<file path="src/addr_map_pkg.sv">
package addr_map_pkg;
  localparam int ADDR_W = 24;
  localparam int SEG_W = 8;
  localparam int OFS_W = 16;
  localparam int PAGE_W = 2;
  localparam int DATA_W = 16;
  localparam int BIT_W = 4;
  localparam logic [SEG_W-1:0] SEG_SYSTEM = 8'h00;
  localparam logic [SEG_W-1:0] SEG_ALT_ROM = 8'h01;
  localparam logic [OFS_W-1:0] ROM_AREA_END = 16'h7FFF;
  localparam logic [OFS_W-1:0] IRAM_BASE = 16'hF200;
  localparam logic [OFS_W-1:0] IRAM_END = 16'hFDFF;
  localparam logic [OFS_W-1:0] IRAM_BIT_BASE = 16'hFD00;
  localparam logic [OFS_W-1:0] EXT_REG_BASE = 16'hF000;
  localparam logic [OFS_W-1:0] EXT_REG_END = 16'hF1FF;
  localparam logic [OFS_W-1:0] EXT_REG_BIT_BASE = 16'hF100;
  localparam logic [OFS_W-1:0] SPEC_REG_BASE = 16'hFE00;
  localparam logic [OFS_W-1:0] SPEC_REG_BIT_BASE = 16'hFF00;
  localparam logic [OFS_W-1:0] TOP_AREA_BASE = 16'hF000;
  localparam logic [OFS_W-1:0] PERIPH_BASE = 16'hE000;
  localparam logic [OFS_W-1:0] PERIPH_END = 16'hE7FF;
  typedef enum logic [2:0] {
    TGT_EXTERNAL, TGT_PROGRAM, TGT_IRAM, TGT_SPEC_REG, TGT_EXT_REG, TGT_PERIPH, TGT_RESERVED
  } target_t;
  typedef enum logic [1:0] {SIZE_BYTE, SIZE_WORD, SIZE_DWORD, SIZE_BIT} size_t;
endpackage : addr_map_pkg

</file>
<file path="src/decode_if.sv">
`timescale 1ns/1ps
interface decode_if;
  import addr_map_pkg::*;
  logic [ADDR_W-1:0] addr;
  logic fetch;
  logic rom_enable;
  logic rom_seg1;
  target_t target;
  logic bit_ok;
  logic fetch_bad;
  modport requester (output addr, fetch, rom_enable, rom_seg1, input target, bit_ok, fetch_bad);
  modport decoder (input addr, fetch, rom_enable, rom_seg1, output target, bit_ok, fetch_bad);
endinterface : decode_if

</file>
<file path="src/area_decoder.sv">
`timescale 1ns/1ps
module area_decoder
  import addr_map_pkg::*;
(
  decode_if.decoder dec
);
  logic [SEG_W-1:0] seg;
  logic [OFS_W-1:0] ofs;
  logic rom_seg_hit;
  always_comb begin
    seg = dec.addr[ADDR_W-1 -: SEG_W];
    ofs = dec.addr[OFS_W-1:0];
    rom_seg_hit = dec.rom_seg1 ? (seg == SEG_ALT_ROM) : (seg == SEG_SYSTEM);
    dec.target = TGT_EXTERNAL;
    dec.bit_ok = 1'b0;
    if (dec.rom_enable && rom_seg_hit && ofs <= ROM_AREA_END) begin
      dec.target = TGT_PROGRAM;
    end else if (seg == SEG_SYSTEM && ofs >= TOP_AREA_BASE) begin
      // top 4k of segment zero never leaves the chip
      if (ofs <= EXT_REG_END) begin
        dec.target = TGT_EXT_REG;
        dec.bit_ok = ofs >= EXT_REG_BIT_BASE;
      end else if (ofs < IRAM_BASE) begin
        dec.target = TGT_RESERVED;
      end else if (ofs <= IRAM_END) begin
        dec.target = TGT_IRAM;
        dec.bit_ok = ofs >= IRAM_BIT_BASE;
      end else begin
        dec.target = TGT_SPEC_REG;
        dec.bit_ok = ofs >= SPEC_REG_BIT_BASE;
      end
    end else if (seg == SEG_SYSTEM && ofs >= PERIPH_BASE && ofs <= PERIPH_END) begin
      dec.target = TGT_PERIPH;
    end
    dec.fetch_bad = dec.fetch && (dec.target == TGT_SPEC_REG || dec.target == TGT_EXT_REG
                    || dec.target == TGT_RESERVED);
  end
endmodule : area_decoder

</file>
<file path="src/address_space_map.sv">
`timescale 1ns/1ps
// Behaviour
// - Decode a 24-bit space of 256 segments of 64 kilobytes.
// - Each segment holds four 16-kilobyte data pages.
// - The top 4 kilobytes of segment zero go to internal RAM and register areas.
// - The bottom 32 kilobytes of segment zero may be the internal program area.
// - The program area may move to segment one or be switched off.
// - Register areas take data only; all other internal areas take code and data.
// - Words are little-endian, low byte at the even address; bytes use any address.
// - Double words are code only, two words at ascending addresses.
// - Bit 0 is the even byte's LSB and bit 15 the odd byte's MSB.
// - Bit addressing exists only in parts of the register areas, RAM and register bank.
// - All memories and peripherals share one common address space.
// - A configuration enable bit, loaded from the access pin at the first enabled clock after reset release, gates the program area.
// - A configuration select bit places the program area in segment zero or one.
module address_space_map
  import addr_map_pkg::*;
(
  input wire logic SYS_CLK_IN,
  input wire logic RESET_N_IN,
  input wire logic CLK_EN_IN,
  input wire logic EXT_ACCESS_N_IN,
  input wire logic CFG_WRITE_IN,
  input wire logic CFG_ROM_ENABLE_IN,
  input wire logic CFG_ROM_SEG1_IN,
  input wire logic REQ_VALID_IN,
  input wire logic [ADDR_W-1:0] REQ_ADDR_IN,
  input wire logic REQ_FETCH_IN,
  input wire logic [1:0] REQ_SIZE_IN,
  input wire logic [BIT_W-1:0] REQ_BIT_IN,
  input wire logic [DATA_W-1:0] REQ_WDATA_IN,
  output logic ROM_ENABLE_OUT,
  output logic ROM_SEG1_OUT,
  output logic RSP_VALID_OUT,
  output logic [2:0] RSP_TARGET_OUT,
  output logic [SEG_W-1:0] RSP_SEG_OUT,
  output logic [PAGE_W-1:0] RSP_PAGE_OUT,
  output logic [ADDR_W-1:0] RSP_ADDR_OUT,
  output logic [1:0] RSP_BYTE_EN_OUT,
  output logic [DATA_W-1:0] RSP_WDATA_OUT,
  output logic RSP_EXTERNAL_OUT,
  output logic RSP_ERROR_OUT
);
  // ----------------------------------------
  // reset release
  // ----------------------------------------
  logic rst_meta;
  logic rst_n;
  always_ff @(posedge SYS_CLK_IN or negedge RESET_N_IN) begin
    if (!RESET_N_IN) begin
      rst_meta <= 1'b0;
      rst_n <= 1'b0;
    end else begin
      rst_meta <= 1'b1;
      rst_n <= rst_meta;
    end
  end

  // ----------------------------------------
  // configuration bits
  // ----------------------------------------
  logic rom_enable, next_rom_enable;
  logic rom_seg1, next_rom_seg1;
  logic strap_done, next_strap_done;
  always_comb begin
    next_rom_enable = rom_enable;
    next_rom_seg1 = rom_seg1;
    next_strap_done = 1'b1;
    if (!strap_done) begin
      // pin level caught at first clock after release, not in the async branch
      next_rom_enable = !EXT_ACCESS_N_IN;
    end else if (CFG_WRITE_IN) begin
      next_rom_enable = CFG_ROM_ENABLE_IN;
      next_rom_seg1 = CFG_ROM_SEG1_IN;
    end
  end
  always_ff @(posedge SYS_CLK_IN or negedge rst_n) begin
    if (!rst_n) begin
      rom_enable <= 1'b0;
      rom_seg1 <= 1'b0;
      strap_done <= 1'b0;
    end else if (CLK_EN_IN) begin
      rom_enable <= next_rom_enable;
      rom_seg1 <= next_rom_seg1;
      strap_done <= next_strap_done;
    end
  end
  assign ROM_ENABLE_OUT = rom_enable;
  assign ROM_SEG1_OUT = rom_seg1;

  // ----------------------------------------
  // area decode
  // ----------------------------------------
  decode_if dec ();
  assign dec.addr = REQ_ADDR_IN;
  assign dec.fetch = REQ_FETCH_IN;
  assign dec.rom_enable = rom_enable;
  assign dec.rom_seg1 = rom_seg1;
  area_decoder u_area_decoder (
    .dec(dec)
  );

  // ----------------------------------------
  // storage order and error checks
  // ----------------------------------------
  logic [1:0] byte_en;
  logic [DATA_W-1:0] lane_data;
  logic bad;
  always_comb begin
    byte_en = 2'h3;
    lane_data = REQ_WDATA_IN;
    bad = dec.fetch_bad;
    case (size_t'(REQ_SIZE_IN))
      SIZE_BYTE: begin
        // byte rides its own lane; either parity allowed
        byte_en = REQ_ADDR_IN[0] ? 2'h2 : 2'h1;
        lane_data = REQ_ADDR_IN[0] ? {REQ_WDATA_IN[7:0], 8'h00}
                                   : {8'h00, REQ_WDATA_IN[7:0]};
      end
      SIZE_WORD: begin
        bad = bad || REQ_ADDR_IN[0];
      end
      SIZE_DWORD: begin
        // master issues the two words at ascending addresses
        bad = bad || REQ_ADDR_IN[0] || !REQ_FETCH_IN;
      end
      SIZE_BIT: begin
        byte_en = REQ_BIT_IN[BIT_W-1] ? 2'h2 : 2'h1;
        lane_data = DATA_W'(1) << REQ_BIT_IN;
        bad = bad || !dec.bit_ok || REQ_ADDR_IN[0] || REQ_FETCH_IN;
      end
      default: begin
        bad = 1'b1;
      end
    endcase
  end

  // ----------------------------------------
  // registered answer
  // ----------------------------------------
  logic rsp_valid, next_rsp_valid;
  logic [2:0] rsp_target, next_rsp_target;
  logic [ADDR_W-1:0] rsp_addr, next_rsp_addr;
  logic [1:0] rsp_be, next_rsp_be;
  logic [DATA_W-1:0] rsp_wdata, next_rsp_wdata;
  logic rsp_error, next_rsp_error;
  always_comb begin
    next_rsp_valid = REQ_VALID_IN;
    next_rsp_target = rsp_target;
    next_rsp_addr = rsp_addr;
    next_rsp_be = rsp_be;
    next_rsp_wdata = rsp_wdata;
    next_rsp_error = rsp_error;
    if (REQ_VALID_IN) begin
      next_rsp_target = 3'(dec.target);
      next_rsp_addr = REQ_ADDR_IN;
      next_rsp_be = bad ? 2'h0 : byte_en;
      next_rsp_wdata = lane_data;
      next_rsp_error = bad;
    end
  end
  always_ff @(posedge SYS_CLK_IN or negedge rst_n) begin
    if (!rst_n) begin
      rsp_valid <= 1'b0;
      rsp_target <= 3'h0;
      rsp_addr <= 24'h000000;
      rsp_be <= 2'h0;
      rsp_wdata <= 16'h0000;
      rsp_error <= 1'b0;
    end else if (CLK_EN_IN) begin
      rsp_valid <= next_rsp_valid;
      rsp_target <= next_rsp_target;
      rsp_addr <= next_rsp_addr;
      rsp_be <= next_rsp_be;
      rsp_wdata <= next_rsp_wdata;
      rsp_error <= next_rsp_error;
    end
  end
  assign RSP_VALID_OUT = rsp_valid;
  assign RSP_TARGET_OUT = rsp_target;
  assign RSP_ADDR_OUT = rsp_addr;
  assign RSP_SEG_OUT = rsp_addr[ADDR_W-1 -: SEG_W];
  assign RSP_PAGE_OUT = rsp_addr[OFS_W-1 -: PAGE_W];
  assign RSP_BYTE_EN_OUT = rsp_be;
  assign RSP_WDATA_OUT = rsp_wdata;
  assign RSP_ERROR_OUT = rsp_error;
  assign RSP_EXTERNAL_OUT = rsp_valid && !rsp_error
                            && rsp_target == 3'(TGT_EXTERNAL);
endmodule : address_space_map

</file>
<file path="config.mk">
export PLATFORM = sky130hd
export DESIGN_NAME = address_space_map
export DESIGN_NICKNAME = d
export VERILOG_FILES = /design/src/addr_map_pkg.sv /design/src/decode_if.sv /design/src/area_decoder.sv /design/src/address_space_map.sv
export SDC_FILE = /design/constraint.sdc
export NUM_CORES = 1
export LEC_CHECK = 0
export ABC_AREA = 1
export BUFFER_PORTS_ARGS = -buffer_cell sky130_fd_sc_hd__buf_4
export CAP_MARGIN = 0
export CORE_MARGIN = 1.5
export CORE_UTILIZATION = 47
export DETAILED_ROUTE_END_ITERATION = 8
export GPL_ROUTABILITY_DRIVEN = 0
export GPL_TIMING_DRIVEN = 0
export PLACE_DENSITY = 0.8
export SLEW_MARGIN = 20
export SYNTH_ARGS = -nofsm -noshare
export SYNTH_HDL_FRONTEND = slang
export SYNTH_SLANG_ARGS = --single-unit
</file>
<file path="constraint.sdc">
create_clock -name SYS_CLK_IN -period 1.86 [get_ports SYS_CLK_IN]
set_clock_uncertainty 0.05 [all_clocks]
set_input_delay 0.372 -clock SYS_CLK_IN [delete_from_list [all_inputs] [get_ports SYS_CLK_IN]]
set_output_delay 0.372 -clock SYS_CLK_IN [all_outputs]
set_load 0.01 [all_outputs]
</file>
==> qor.yml <==
synth-compound-area-share_pct: 13.2
synth_top_family_by_area: "simple AND/OR/NAND/NOR gates"
yosysWarnings: 0
dp_hpwl_mm: 5.57
antenna_found_initial: 0
core_area_um2: 5240
sequentialPowerShare_pct: 48.3
synth_mux_area_share_pct: 0.432
max_stage_delay_ns: 0.40
grt_pass1_vias: 2648
p_int_uw: 1970
netlist_area_um2: 2610
ioPinCount: 115
rsz0062_at_grt: "false"
worstSkewPairLatency_ns: 0.30
yosys.cell_count.top_type: "nand2_1"
core.rowCount: 26
die_x_um: 77.5
clock_sinks: 52
ys_seq_area_share_pct: 49.9
synth_ff_type: "dfrtp_1"
grt_max_degree: 27
combPwrFrac_pct: 27.8
start_util_pct: 49.8
vias: 2639
switching_share_pct: 30.0
setup_viol: 0
wire_per_inst_um: 13.3
yosysTopAreaCellShare_pct: 49.9
period_share_pct: 91.3
layout-drive-gt1-share_pct: 32.2
layout.nets: 511
ys_seq_elements: 52
vdd_ir_drop_max_v: 0.000497
crit_arrival_ns: 1.82
synth_xor_area_share_pct: 0
relSlewSlack_pct: 60.2
drt-vias-per-instance: 5.05
period_minus_slack_ns: 1.70
syn_area_per_cell_um2: 7.93
synthTopCellsByCount: "nand2_1, dfrtp_1, inv_1"
routed_wl_mm: 6.94
postCtsResizedCells: 0
power.density_nw_per_um2: 765
area_delta_synth_final_pct: 41.1
synth_area_leaders: "dfrtp_1, nand2_1, o21ai_0, inv_1, a21oi_1"
grt_overflow: 0
cts_made_buffers: 5
status: "complete, no violations"
power_frac_clock_pct: 23.8
clk_pin_slew_ns: 0.09
p_total_uw: 2820
synth_nets: 388
slew_violations: 0
post-route-util_pct: 70.3
cts_root_buffer: "clkbuf_8"
p_leak_uw: 0.00197
yosys.area_share.simple_pct: 25.9
fp.dieArea_um2: 6010
drc: 0
grt_pass1_wl_mm: 11.5
p_sw_uw: 844
drt_iter0_drc: 109
crit_chain: "buf_4 > inv_1 > ha_1 > clkbuf_1 > clkbuf_1 > a21oi_1 > a21oi_1 > o21ai_0"
synth_cells: 329
hold_class: "in -> reg"
tightest_slew_ns: 0.597
synthAdderAreaFrac_pct: 1.92
die_y_um: 77.5
slowest_stage: "clkbuf_1"
dr.pass1.iters: 4
fmax_mhz: 589
track_usage_pct: 24.0
cp_data_required_time_ns: 1.98
yosysUniqueCellTypes: 28
synth_enable_flop_cells: 0
clock_path_buffers: 2
async_flop_share_pct: 100
drv_cap: 0
crit_fanout: 10
cts_tree: "built"
final_hold_viol_count: 0
ant_nets: 0
worst_setup_path_end_kind: "register"
synth.largest_area_cell: "dfrtp_1"
start_kind: "primary input"
worstSetupPathType: "in -> reg"
htreeDepth: 2
io_buffers: 114
antenna_cells: 0
worst paths after layout:
kind | from | endpoint | slack (ns) | cells past startpoint
worst min-delay path | REQ_ADDR_IN[3] | RSP_ADDR_OUT[3] | 0.21 | 3
max in group asynchronous | rst_n | RSP_BYTE_EN_OUT[1] | 0.99 | 1
worst min register to register | rst_n | RSP_WDATA_OUT[6] | 0.23 | 0
min in group asynchronous | rst_n | RSP_WDATA_OUT[6] | 0.23 | 0
worst max-delay path | REQ_SIZE_IN[0] | RSP_WDATA_OUT[15] | 0.16 | 8
worst max register to register | ROM_SEG1_OUT | RSP_BYTE_EN_OUT[0] | 0.55 | 6
kinds of logic after synthesis:
kind of cell	count (synthesis)
AO/OA/AOI/OAI	61
AND/OR/NAND/NOR	161
adder cells (fa/ha/maj)	4
buffers and inverters	49
multiplexers	1
flip-flops	52
other	1
metal layers:
layer / routed length [µm] / global-route usage (%) / part of all wire [%] / up-vias
met5: 0 / 0 / 0 / -
met4: 125 / 7.27 / 1.8 / 0
met3: 523 / 5.76 / 7.5 / 15
met2: 3460 / 43.5 / 50 / 116
met1: 2830 / 28.0 / 41 / 1208
li1: - / - / - / 1300
power by group through the flow:
stage          sequential, µW  clock [µW]  combinational [µW]
3_5_place_dp             1380           0                 789
6_report                 1360         671                 784
5_1_grt                  1380         730                 862
4_1_cts                  1360         686                 793
3_3_place_gp             1390           0                 753
2_1_floorplan            1440           0                 282
registers in the layout (all words and copies together), names as in the netlist:
register	flops
RSP_WDATA_OUT	16
ROM_SEG1_OUT	1
ROM_ENABLE_OUT	1
strap_done	1
RSP_ERROR_OUT	1
RSP_TARGET_OUT	3
rst_meta	1
RSP_VALID_OUT	1
RSP_ADDR_OUT	24
rst_n	1
RSP_BYTE_EN_OUT	2
worst max-delay path, delay by kind of cell:
kind | cells | cell delay, ns
buffers and inverters | 4 | 0.89
AOI/OAI and AO/OA | 3 | 0.29
adders and majority gates | 1 | 0.27
cell type report:
type | count | area, µm²
Clock inverter | 2 | 15.0
Multi-Input combinational cell | 228 | 1080
Tap cell | 70 | 87.6
Inverter | 28 | 105
Buffer | 21 | 118
Clock buffer | 6 | 82.6
Timing Repair Buffer | 116 | 886
Fill cell | 459 | 1560
Sequential cell | 52 | 1300
repair_timing:
item,CTS,global route
buffers inserted,0,0
hold endpoints to repair,2,0
hold buffers,1,0
through the flow:
stage	std cells	TNS, ns	instance area (µm²)	hold WS, ns	setup WS [ns]
floorplan	329	0	2610	0.0264	0.209
global placement	513	-18.34	3550	0.105	-0.359
detailed placement	514	-1.15	3570	0.106	-0.161
CTS	523	0	3680	0.202	0.168
global route	523	0	3680	0.204	0.00659
finish	523	0	3680	0.206	0.162
cell usage in the layout (no fill, tap or decap), drive strengths merged:
cell type	count
buf	126
nand2	121
dfrtp	52
inv	28
o21ai	28
a21oi	20
nor2	16
clkbuf	16
nand3	11
nor3	9
a22oi	8
ha	4
nand4	3
clkinvlp	2
mux2	1
o211ai	1
o32ai	1
a31oi	1
or2	1
o31ai	1
o22ai	1
dlygate4sd3	1
conb	1
Note: power is estimated with default switching activity, not from simulation.
